--- config.mk ---
export PLATFORM = sky130hd
export DESIGN_NAME = dma_channel_mask_all
export DESIGN_NICKNAME = d
export VERILOG_FILES = /design/src/hw/dma_mask_ctrl.v /design/src/hw/dma_channel_mask_all.v
export VERILOG_INCLUDE_DIRS = /design/src /design/src/hw
export SDC_FILE = /design/constraint.sdc
export NUM_CORES = 1
export LEC_CHECK = 0
export ABC_AREA = 1
export CAP_MARGIN = 20
export CORE_MARGIN = 5
export CORE_UTILIZATION = 42
export CTS_CLUSTER_SIZE = 12
export DETAILED_ROUTE_END_ITERATION = 7
export DONT_BUFFER_PORTS = 1
export SYNTH_ARGS = -nofsm -noshare
export SYNTH_HDL_FRONTEND = slang
export SYNTH_SLANG_ARGS = --single-unit
--- constraint.sdc ---
create_clock -name clk_i -period 1.5 [get_ports clk_i]
set_input_delay 0 -clock clk_i [delete_from_list [all_inputs] [get_ports clk_i]]
set_output_delay 0 -clock clk_i [all_outputs]
set_load 0.05 [all_outputs]
--- src/hw/dma_mask_defines.vh ---
`ifndef DMA_MASK_DEFINES_VH
`define DMA_MASK_DEFINES_VH

`define IO_ADDR_W              8
`define MASK_ALL_LOW_ADDR      8'h0f
`define MASK_ALL_HIGH_ADDR     8'hde
`define SINGLE_MASK_LOW_ADDR   8'h0a
`define SINGLE_MASK_HIGH_ADDR  8'hd4
`define MASTER_CLEAR_LOW_ADDR  8'h0d
`define MASTER_CLEAR_HIGH_ADDR 8'hda
`define MASK_RESET             4'hf
`define MASK_LSB               0
`define MASK_MSB               3
`define SINGLE_SEL_LSB         0
`define SINGLE_SEL_MSB         1
`define SINGLE_VAL_BIT         2
`define CASCADE_CH             2'h0

`endif

--- src/hw/dma_mask_ctrl.v ---
`timescale 1ns/1ns
// One controller's four mask bits with their software and hardware updates.
`include "dma_mask_defines.vh"
module dma_mask_ctrl
(
  input  wire       clk_i,
  input  wire       nrst_i,
  input  wire       all_we_i,
  input  wire       single_we_i,
  input  wire       mclr_i,
  input  wire [7:0] wdata_i,
  input  wire [3:0] tc_i,
  input  wire [3:0] autoinit_i,
  output reg  [3:0] mask_o
);

  reg     [3:0] mask_d;
  integer       n;

  always @*
  begin
    mask_d = mask_o;
    if (all_we_i)
      mask_d = wdata_i[`MASK_MSB:`MASK_LSB];
    else if (single_we_i)
    begin
      for (n = 0; n < 4; n = n + 1)
        if (wdata_i[`SINGLE_SEL_MSB:`SINGLE_SEL_LSB] == n[1:0])
          mask_d[n] = wdata_i[`SINGLE_VAL_BIT];
    end
    // Terminal count is applied after the software write so the set is never lost.
    mask_d = mask_d | (tc_i & ~autoinit_i);
    if (mclr_i)
      mask_d = `MASK_RESET;
  end

  always @(posedge clk_i or negedge nrst_i)
  begin
    if (!nrst_i)
      mask_o <= `MASK_RESET;
    else
      mask_o <= mask_d;
  end

endmodule

--- src/hw/dma_channel_mask_all.v ---
`timescale 1ns/1ns
// Functional notes
// Mask register write updates four channels together
// Set mask blocks request; clear passes it
// Read returns present mask in low nibble
// Terminal count sets mask unless autoinitialize
// Reset and master clear set all masks
// Masked channel 4 blocks channels 0-3
// Software writes zeros to upper four bits
// Low controller 0Fh, high controller DEh
// Bits 0-3 map to channels in order
// Master clear clears state, sets masks
// Single-mask write changes one selected channel
// Upper bits ignored on write, read zero
`include "dma_mask_defines.vh"
module dma_channel_mask_all
(
  input  wire       clk_i,
  input  wire       nrst_i,
  input  wire [7:0] io_addr_i,
  input  wire [7:0] io_wdata_i,
  input  wire       io_wr_i,
  input  wire       io_rd_i,
  input  wire [7:0] channel_request_line_i,
  input  wire [7:0] tc_i,
  input  wire [7:0] autoinit_i,
  output reg  [7:0] io_rdata_o,
  output reg        io_rvalid_o,
  output reg  [7:0] request_gated_o,
  output reg  [7:0] mask_o,
  output reg  [1:0] master_clear_o
);

  ////////////////////////////////////////////////////////////////////////////
  // Channel layout.

  localparam CH_PER_CTRL = 4;
  localparam NUM_CH      = 8;

  ////////////////////////////////////////////////////////////////////////////
  // Address decode.

  function hit;
    input [7:0] addr;
    input [7:0] target;
    begin
      hit = (addr == target);
    end
  endfunction

  // Only the two all-channel mask registers answer a read.
  function mask_read;
    input [7:0] addr;
    begin
      mask_read = hit(addr, `MASK_ALL_LOW_ADDR) | hit(addr, `MASK_ALL_HIGH_ADDR);
    end
  endfunction

  // Read word of one bank, with the reserved upper nibble held at zero.
  function [7:0] read_word;
    input [7:0] addr;
    input [3:0] lo;
    input [3:0] hi;
    begin
      if (hit(addr, `MASK_ALL_LOW_ADDR))
        read_word = {4'h0, lo};
      else if (hit(addr, `MASK_ALL_HIGH_ADDR))
        read_word = {4'h0, hi};
      else
        read_word = 8'h00;
    end
  endfunction

  wire       wr_all_lo = io_wr_i & hit(io_addr_i, `MASK_ALL_LOW_ADDR);
  wire       wr_all_hi = io_wr_i & hit(io_addr_i, `MASK_ALL_HIGH_ADDR);
  wire       wr_sgl_lo = io_wr_i & hit(io_addr_i, `SINGLE_MASK_LOW_ADDR);
  wire       wr_sgl_hi = io_wr_i & hit(io_addr_i, `SINGLE_MASK_HIGH_ADDR);
  wire       mclr_lo   = io_wr_i & hit(io_addr_i, `MASTER_CLEAR_LOW_ADDR);
  wire       mclr_hi   = io_wr_i & hit(io_addr_i, `MASTER_CLEAR_HIGH_ADDR);
  wire       rd_mask   = io_rd_i & mask_read(io_addr_i);
  wire [3:0] mask_lo;
  wire [3:0] mask_hi;

  ////////////////////////////////////////////////////////////////////////////
  // Request line synchronisers, two flip-flops per channel.

  wire [NUM_CH-1:0] req_sync;

  genvar ch;

  generate
    for (ch = 0; ch < NUM_CH; ch = ch + 1)
    begin : g_sync
      reg meta_q;
      reg sync_q;

      // The first stage may go metastable, so only the second stage is read.
      always @(posedge clk_i or negedge nrst_i)
      begin
        if (!nrst_i)
        begin
          meta_q <= 1'b0;
          sync_q <= 1'b0;
        end
        else
        begin
          meta_q <= channel_request_line_i[ch];
          sync_q <= meta_q;
        end
      end

      assign req_sync[ch] = sync_q;
    end
  endgenerate

  ////////////////////////////////////////////////////////////////////////////
  // Mask banks, one per controller.

  // Per-bank slices of the terminal count and autoinitialize inputs.
  wire [3:0] tc_lo       = tc_i[3:0];
  wire [3:0] tc_hi       = tc_i[7:4];
  wire [3:0] autoinit_lo = autoinit_i[3:0];
  wire [3:0] autoinit_hi = autoinit_i[7:4];

  // Both banks see every write data byte; the address decode picks the one that acts.
  dma_mask_ctrl u_lo
  (
    .clk_i       (clk_i),
    .nrst_i      (nrst_i),
    .all_we_i    (wr_all_lo),
    .single_we_i (wr_sgl_lo),
    .mclr_i      (mclr_lo),
    .wdata_i     (io_wdata_i),
    .tc_i        (tc_lo),
    .autoinit_i  (autoinit_lo),
    .mask_o      (mask_lo)
  );

  dma_mask_ctrl u_hi
  (
    .clk_i       (clk_i),
    .nrst_i      (nrst_i),
    .all_we_i    (wr_all_hi),
    .single_we_i (wr_sgl_hi),
    .mclr_i      (mclr_hi),
    .wdata_i     (io_wdata_i),
    .tc_i        (tc_hi),
    .autoinit_i  (autoinit_hi),
    .mask_o      (mask_hi)
  );

  ////////////////////////////////////////////////////////////////////////////
  // Request gating.

  wire [NUM_CH-1:0] mask_all = {mask_hi, mask_lo};
  wire [NUM_CH-1:0] req_pass;

  // Channel 4 carries the whole low controller, so its mask gates all of it.
  wire              cascade_shut = mask_hi[`CASCADE_CH];

  generate
    for (ch = 0; ch < NUM_CH; ch = ch + 1)
    begin : g_gate
      if (ch < CH_PER_CTRL)
      begin : g_low
        assign req_pass[ch] = req_sync[ch] & ~mask_all[ch] & ~cascade_shut;
      end
      else
      begin : g_high
        assign req_pass[ch] = req_sync[ch] & ~mask_all[ch];
      end
    end
  endgenerate

  ////////////////////////////////////////////////////////////////////////////
  // Read path, registered.

  // Read data is zero between reads, so a stale mask never looks like an answer.
  always @(posedge clk_i or negedge nrst_i)
  begin
    if (!nrst_i)
    begin
      io_rdata_o  <= 8'h00;
      io_rvalid_o <= 1'b0;
    end
    else
    begin
      io_rvalid_o <= rd_mask;
      if (io_rd_i)
        io_rdata_o <= read_word(io_addr_i, mask_lo, mask_hi);
      else
        io_rdata_o <= 8'h00;
    end
  end

  ////////////////////////////////////////////////////////////////////////////
  // Mask copy and gated requests, registered.

  always @(posedge clk_i or negedge nrst_i)
  begin
    if (!nrst_i)
    begin
      mask_o          <= 8'hff;
      request_gated_o <= 8'h00;
    end
    else
    begin
      mask_o          <= mask_all;
      request_gated_o <= req_pass;
    end
  end

  ////////////////////////////////////////////////////////////////////////////
  // Master clear pulse to the rest of the controller.

  // The pulse lets the command, status and request logic clear alongside the masks.
  always @(posedge clk_i or negedge nrst_i)
  begin
    if (!nrst_i)
      master_clear_o <= 2'h0;
    else
      master_clear_o <= {mclr_hi, mclr_lo};
  end

endmodule

==> impl_metrics.yaml, run 1 <==
run:
  drv_cap: 0
power_and_ir_drop:
  p_per_area_nw_per_um2: 924.9
  leakage_nw: 1.454
  report.power.total_mw: 2.449
  peakVddDrop_mv: 0.7261
timing:
  finalMaxSlewViolations: 0
  rsz0062_at_grt: "no"
  timing.final.crit_share_pct: 95.57
  final_hold_viol_count: 0
  fmax_mhz: 697.6
  finClkSkew_ns: 0.007660
  min_period_ns: 1.434
  tns_ns: 0
  setup_viol: 0
clocking:
  cts_max_level: 2
  cts_made_buffers: 5
  clockRootBuffer: "clkbuf_8"
  clock_sinks: 47
  clk_pin_slew_worst_paths_ns: 0.08
  clk_latency_ns: 0.29
  clock_path_buffers: 2
  cts_tree: "built"
grt:
  track_usage_pct: 14.63
  antenna_found_initial: 0
  grt_pass1_wl_um: 7196
  grt_pass1_vias: 1516
  grt_max_degree: 48
  overflow: 0
worst_hold_path:
  hp-class: "input port to flip-flop"
logic_synthesis:
  ys_top_cells_by_area: "dfrtp_1, dfstp_2, nand2_1"
  yosys.area.top_type_share_pct: 36.75
  avgSynthCellArea_sq_um: 8.546
  netlist_instances: 247
  synth_most_common_cell: "nand2_1"
  synth_seq_cells: 47
  synth_edf_count: 0
  ys_async_sr_fraction_pct: 100.0
  ys.warnings.count: 0
  synth_flop_cell: "dfrtp_1"
  yosysTopAreaCell: "dfrtp_1"
  syn_area_sq_um: 2111
  synth.cells.most_frequent: "nand2_1, inv_1, dfrtp_1, nor2_1, nand3_1"
  yosysSeqAreaShare_pct: 56.67
  ys_types: 24
die:
  die_height_um: 80.89
  chipWidth_um: 80.89
  row_count: 25
  core_area_sq_um: 4786
  start_util_pct: 44.10
  die-area_sq_um: 6543
  ios: 71
detailed_routing:
  vias: 1551
  ant_nets: 0
  wire_per_inst_um: 12.42
  avgViaCountPerCell: 4.381
  firstDrtPassIters: 5
  drtIter0Drc: 37
  drt_wl_total_um: 4398
  drc: 0
critical_path:
  cp_cell_sequence: "dlygate4sd3_1 > nand2_4 > nor2_8 > nand2_4 > nand2_2 > nand2_2 > dlygate4sd3_1 > inv_1"
  max_stage_delay_ns: 0.58
  required_ns: 1.73
  startpoint_type: "input port"
  cp-end-kind: "flip-flop"
  crit_arrival_ns: 1.67
  critPathSlowestCell: "dlygate4sd3_1"
  crit_path_max_fanout: 5
  crit_type: "input port to flip-flop"
final_layout:
  area_growth_pct: 25.43
  fin_nets: 330
  antennaDiodeCount: 0
  utilization_pct: 55.32
  final_layout_size_suffix_gt1_share_pct: 14.29
placement:
  dp_hpwl_um: 3073
  place_congestion: 0.8153
  io_buffer_count: 0
outcome:
  outcome: "finished clean"
critical path, delay by kind of cell:
family                 cells  cell delay (ns)
AND/OR/NAND/NOR            5             0.45
buffers and inverters      3             1.21
logic make-up after synthesis:
kind of cell | count (synthesis) | share of synthesized area, %
buffers and inverters | 44 | 9.128
flip-flops | 47 | 56.67
other | 1 | 0.1777
AND/OR/NAND/NOR | 149 | 32.60
AO/OA/AOI/OAI | 6 | 1.423
per-stage QoR:
step	instance area (sq um)	hold slack [ns]	setup WS (ns)	cells
5_1_grt	2648	0.05812	0.001823	354
6_report	2648	0.03929	0.06648	354
4_1_cts	2640	0.02804	0.04113	353
2_1_floorplan	2122	-0.2956	0.5110	250
3_5_place_dp	2150	-0.2941	0.4210	309
3_3_place_gp	2150	-0.2942	0.4301	309
final cells by class:
cell class / count / area, sq um
fill: 441 / 2138
inverter: 36 / 136.4
multi-input combinational: 159 / 733.2
clock inverter: 3 / 43.79
timing repair buffer: 37 / 385.4
sequential: 47 / 1196
clock buffer: 5 / 68.82
tap: 67 / 83.83
per-layer routing:
layer / GRT usage (%) / part of all wire (%) / vias up
met1: 17.72 / 43 / 693
li1: - / - / 814
met4: 4.561 / 0.91 / 0
met2: 24.96 / 51 / 39
met3: 4.435 / 5.8 / 5
met5: 0 / 0 / -
final timing paths:
kind | start | to | slack [ns] | cells after the start
worst max-delay path | io_addr_i[0] | io_rvalid_o | 0.07 | 8
worst min-delay path | io_wdata_i[2] | u_hi.mask_o[0] | 0.04 | 6
worst max register to register | u_lo.mask_o[0] | u_lo.mask_o[0] | 0.41 | 6
worst min register to register | g_sync[1].meta_q | g_sync[1].sync_q | 0.35 | 0
max in group asynchronous | nrst_i | u_hi.mask_o[3] | 1.03 | 2
min in group asynchronous | nrst_i | master_clear_o[0] | 0.21 | 2
where the power goes:
group | total, mW | switching, mW | internal [mW]
Sequential | 1.33 | 0.0285 | 1.30
Combinational | 0.230 | 0.130 | 0.0992
Clock | 0.888 | 0.393 | 0.496
Total | 2.45 | 0.551 | 1.90
cell usage in the layout (no fill, tap or decap), types with 2 or more instances in the layout:
| cell type | instances |
|---|---|
| clkinv_2 | 2 |
| nand2_2 | 3 |
| nand3b_1 | 2 |
| nor2_1 | 31 |
| nand4_1 | 4 |
| nand3_1 | 18 |
| o21ai_0 | 6 |
| nand2_4 | 2 |
| clkbuf_8 | 5 |
| dfstp_2 | 16 |
| nor2_2 | 3 |
| conb_1 | 4 |
| nand2_1 | 81 |
| dlygate4sd3_1 | 35 |
| inv_1 | 34 |
| dfrtp_1 | 31 |
what timing repair did:
item                                   4_1_cts  5_1_grt
buffers inserted                             0        1
endpoints found under the hold margin       69        0
resized for setup                            0        0
setup endpoints to repair                    0        1
hold buffers                                36        0
registers in the layout, summed over array words and instances (netlist names):
| signal | count |
|---|---|
| u_lo.mask_o | 4 |
| io_rdata_o | 4 |
| g_sync.meta_q | 8 |
| io_rvalid_o | 1 |
| u_hi.mask_o | 4 |
| master_clear_o | 2 |
| mask_o | 8 |
| request_gated_o | 8 |
| g_sync.sync_q | 8 |
Power figures use the tool's default switching activity.
==> inputs of run 2 (changes only) <==
PLACE_DENSITY_LB_ADDON = 0.2   (was not set)
==> impl_metrics.yaml, run 2 (synthesized netlist as in run 1, its figures left out) <==
outcome:
  outcome: "finished clean"
placement:
  dp_hpwl_um: 2997
  place_ws_ns: 0.4056
  place_congestion: 0.7966
  io_buffer_count: 0
  placed_area_sq_um: 2150
  placedCellCount: 309
die:
  start_util_pct: 44.10
  chipWidth_um: 80.89
  die_height_um: 80.89
  core_area_sq_um: 4786
  row_count: 25
  die-area_sq_um: 6543
  ios: 71
critical_path:
  cp-end-kind: "flip-flop"
  r2r_cells: 6
  crit_path_max_fanout: 8
  startpoint_type: "input port"
  required_ns: 1.74
  crit_type: "input port to flip-flop"
  crit_arrival_ns: 1.40
final_layout:
  stdcell_count: 351
  multi_input_area_sq_um: 733.2
  final_layout_size_suffix_gt1_share_pct: 14.44
  antennaDiodeCount: 0
  design_area_sq_um: 2623
  fin_nets: 327
  area_growth_pct: 24.24
  mostFrequentLayoutCells: "nand2_1, inv_1, dlygate4sd3_1, nor2_1, dfrtp_1"
  fill_cells: 426
  layout_commonest_cell: "nand2_1"
  seq_area_sq_um: 1196
timing:
  finClkSkew_ns: 0.008597
  tns_ns: 0
  rsz0062_at_grt: "no"
  layout_setup_ws_ns: 0.3425
  fmax_mhz: 864.0
  timing.final.crit_share_pct: 77.16
  setup_viol: 0
  finalMaxSlewViolations: 0
  final_hold_viol_count: 0
  min_period_ns: 1.157
grt:
  grt_max_degree: 48
  grt_pass1_wl_um: 6962
  grt_pass1_vias: 1473
  use_met3_pct: 4.545
  antenna_found_initial: 0
  track_usage_pct: 13.81
  grt.busiest_layer: "met2"
  overflow: 0
  use_met1_pct: 17.86
  use_met2_pct: 22.33
detailed_routing:
  firstDrtPassIters: 5
  drt_wl_total_um: 4298
  drc: 0
  avgViaCountPerCell: 4.413
  vias: 1549
  drtIter0Drc: 31
  wire_per_inst_um: 12.25
  ant_nets: 0
run:
  drv_cap: 0
clocking:
  cts_tree: "built"
  clock_path_buffers: 2
  clock_sinks: 47
  cts_made_buffers: 5
  cts_max_level: 2
  clk_latency_ns: 0.29
  clockRootBuffer: "clkbuf_8"
  clk_pin_slew_worst_paths_ns: 0.08
power_and_ir_drop:
  peakVddDrop_mv: 0.5935
  p_per_area_nw_per_um2: 944.8
  report.power.total_mw: 2.478
  leakage_nw: 1.442
worst_hold_path:
  worst_hold_path.num_cells: 3
  hp-class: "input port to flip-flop"
## run 2: changes by cell type in the layout (fill, tap and decap cells not counted)
cell,previous run,this run
dlygate4sd3_1,35,32
clkbuf_8,5,6
clkinv_4,1,0
## run 2: worst max-delay path, cell delays in order
cell and delay (ns):
inv_1 0.10, nand2_1 0.08, nor2_2 0.18, nand4_2 0.23, nor2_1 0.15, nor2_1 0.04
dlygate4sd3_1 0.55, nand2_1 0.07
## run 2: where the power goes
group | leakage (nW) | switching, mW | internal, mW
registers | 0.564 | 0.0286 | 1.30
logic | 0.816 | 0.127 | 0.0957
clock network | 0.0612 | 0.385 | 0.539
## run 2: cell type report
type,instances,share of cell area (%)
Multi-Input combinational cell,159,27.96
Inverter,36,5.200
Tap cell,67,3.197
Clock buffer,6,3.149
Sequential cell,47,45.61
Timing Repair Buffer,34,13.55
Clock inverter,2,1.336
## run 2: path summary, 6_finish.rpt
| path | slack [ns] | endpoint | startpoint |
|---|---|---|---|
| max | 0.34 | u_hi.mask_o[3] | io_addr_i[5] |
| min reg2reg | 0.35 | g_sync[5].sync_q | g_sync[5].meta_q |
| min | 0.01 | u_hi.mask_o[2] | io_wr_i |
| min in group asynchronous | 0.22 | io_rdata_o[2] | nrst_i |
| max in group asynchronous | 1.01 | u_hi.mask_o[0] | nrst_i |
| max reg2reg | 0.38 | u_lo.mask_o[0] | u_lo.mask_o[0] |
## run 2: repair_timing
| item | CTS | global route |
|---|---|---|
| hold buffers | 34 | 0 |
| hold endpoints to repair | 69 | 0 |
| resized for setup | 0 | 0 |
| setup endpoints to repair | 0 | 1 |
| buffers inserted | 0 | 1 |
## run 2: layer usage
layer / wire (um) / part of all wire [%]
met2: 2041 / 47
met5: 0 / 0
met1: 1932 / 45
met3: 284 / 6.6
met4: 39 / 0.91
## run 2: stage by stage
step	utilization [%]	hold WS, ns
floorplan	-	-0.2956
global placement	44.92	-0.2942
detailed placement	44.92	-0.2941
CTS	54.85	0.002689
global route	54.80	0.03801
finish	54.80	0.01123
==> inputs of run 3 (changes only) <==
ABC_AREA = 0   (was 1)
clock period = 1.1 ns   (was 1.5 ns; I/O delays follow)
==> impl_metrics.yaml, run 3 <==
clocking:
  clockRootBuffer: "clkbuf_8"
  cts_made_buffers: 5
  clk_pin_slew_worst_paths_ns: 0.07
  clock_path_buffers: 2
  clk_latency_ns: 0.29
  cts_max_level: 2
  postCtsHoldBufs: 31
  post_cts_resize_count: 0
  cts_setup_buffers: 0
  clock_sinks: 47
  cts_tree: "built"
final_layout:
  utilization_pct: 54.93
  multi_input_area_sq_um: 669.4
  antennaDiodeCount: 0
  final_layout_size_suffix_gt1_share_pct: 15.84
  fill_cells: 381
  fin_nets: 245
  stdcell_count: 254
  mostFrequentLayoutCells: "dlygate4sd3_1, dfrtp_1, dfstp_2, nor2_1, inv_1"
  area_growth_pct: 24.35
  layout_commonest_cell: "dlygate4sd3_1"
  design_area_sq_um: 2441
  seq_area_sq_um: 1196
grt:
  use_met3_pct: 4.119
  antenna_found_initial: 0
  grt_pass1_wl_um: 7424
  use_met1_pct: 19.62
  overflow: 0
  track_usage_pct: 15.46
  grt_pass1_vias: 1451
  grt_max_degree: 48
  grt.busiest_layer: "met2"
  use_met2_pct: 26.20
worst_hold_path:
  hold_end: "master_clear_o[1]"
  worst_hold_path.num_cells: 2
  min_from: "io_addr_i[5]"
  hp-class: "input port to flip-flop"
critical_path:
  r2r_start: "u_hi.mask_o[0]"
  r2r-end: "u_hi.mask_o[0]"
  critPathMostFrequentCell: "dlygate4sd3_1"
  crit_type: "input port to flip-flop"
  crit_path_max_fanout: 1
  cp-end-kind: "flip-flop"
  max_stage_delay_ns: 0.55
  startpoint_type: "input port"
  r2r_cells: 2
  critPathSlowestCell: "dlygate4sd3_1"
  required_ns: 1.30
  cp_cell_sequence: "dlygate4sd3_1 > nand2b_1 > dlygate4sd3_1 > o211ai_1"
  ff2ff_setup_slack_ns: 0.13
  crit_arrival_ns: 1.25
timing:
  tns_ns: 0
  setup_viol: 0
  timing.final.crit_share_pct: 95.83
  finClkSkew_ns: 0.008878
  finalMaxSlewViolations: 0
  hold_ws_ns: 0.002199
  fmax_mhz: 948.7
  rsz0062_at_grt: "no"
  final_hold_viol_count: 0
  min_period_ns: 1.054
power_and_ir_drop:
  peakVddDrop_mv: 0.8338
  swShare_pct: 23.40
  pwr-share-seq_pct: 58.8
  leakage_nw: 1.073
  clock_power_share_pct: 31.9
  combPwrFrac_pct: 9.3
  p_per_area_nw_per_um2: 1328
  switching_power_mw: 0.7583
  intPower_mw: 2.483
placement:
  dp_hpwl_um: 2991
  placed_area_sq_um: 1998
  placedCellCount: 213
  io_buffer_count: 0
  place_congestion: 0.8472
logic_synthesis:
  synth_most_common_cell: "dfrtp_1"
  syn_area_sq_um: 1963
  synth_edf_count: 0
  synth_seq_cells: 47
  ys.warnings.count: 0
  synth.cells.most_frequent: "dfrtp_1, dfstp_2, nor2_1, inv_1, a21oi_1"
  netlist_instances: 164
  ys_async_sr_fraction_pct: 100.0
  yosysTopAreaCell: "dfrtp_1"
  yosys.area.top_type_share_pct: 39.52
  ys_types: 44
  synth_flop_cell: "dfrtp_1"
  yosysSeqAreaShare_pct: 60.93
  avgSynthCellArea_sq_um: 11.97
  ys_top_cells_by_area: "dfrtp_1, dfstp_2, mux2i_1"
die:
  row_count: 24
  core_area_sq_um: 4444
  die_height_um: 78.37
  start_util_pct: 44.17
  die-area_sq_um: 6141
  chipWidth_um: 78.37
  ios: 71
detailed_routing:
  drc: 0
  wire_per_inst_um: 17.27
  vias: 1379
  firstDrtPassIters: 4
  drt_wl_total_um: 4386
  ant_nets: 0
  drtIter0Drc: 68
  avgViaCountPerCell: 5.429
outcome:
  outcome: "finished clean"
run:
  drv_cap: 0
run 3: cells by family (layout without fill, tap and decap cells):
logic type,Yosys count,count (layout),synth area share [%]
AO/OA/AOI/OAI,32,32,10.83
flip-flops,47,47,60.93
buffers and inverters,20,55,5.544
AND/OR/NAND/NOR,60,60,20.46
other,1,4,0.1910
multiplexers,4,4,2.040
run 3: metrics by stage:
step,total power [mW],setup slack [ns]
after global placement,2.091,0.08873
final,3.241,0.04592
after detailed placement,2.097,0.05166
after global routing,3.407,0.002577
after floorplan,2.094,0.09689
after CTS,3.251,0.05504
run 3: how the worst max path moves through the flow:
stage | startpoint | to | slack [ns] | depth (start not counted)
after global routing | tc_i[5] | u_hi.mask_o[1] | 0.003 | 4
final | tc_i[4] | u_hi.mask_o[0] | 0.05 | 4
after global placement | io_addr_i[6] | u_lo.mask_o[2] | 0.09 | 5
after detailed placement | io_addr_i[6] | u_lo.mask_o[1] | 0.05 | 5
after floorplan | io_wr_i | u_hi.mask_o[2] | 0.1 | 5
after CTS | tc_i[4] | u_hi.mask_o[0] | 0.06 | 4
run 3: critical path, delay by kind of cell:
family,cells,cell delay [ns]
buffers and inverters,2,1.08
and+or+nand+nor,1,0.07
AOI/OAI and AO/OA,1,0.10
run 3: layer usage:
layer	vias to the layer above	wire, um	part of all wire [%]
met5	-	0	0
met4	0	40	0.91
met3	4	227	5.2
met2	49	2273	52
met1	679	1846	42
li1	647	-	-
run 3: power by group through the flow:
| stage | Clock [mW] | Sequential [mW] | Combinational (mW) |
|---|---|---|---|
| 6_report | 1.04 | 1.90 | 0.301 |
| 5_1_grt | 1.16 | 1.92 | 0.333 |
| 4_1_cts | 1.09 | 1.91 | 0.253 |
| 3_5_place_dp | 0 | 1.94 | 0.158 |
| 3_3_place_gp | 0 | 1.94 | 0.155 |
| 2_1_floorplan | 0 | 1.93 | 0.169 |
run 3: cell type report:
type	count	area share (%)
Clock buffer	7	3.537
Clock inverter	1	0.3588
Multi-Input combinational cell	100	27.42
Sequential cell	47	49.00
Timing Repair Buffer	37	15.48
Inverter	10	1.538
Tap cell	52	2.665
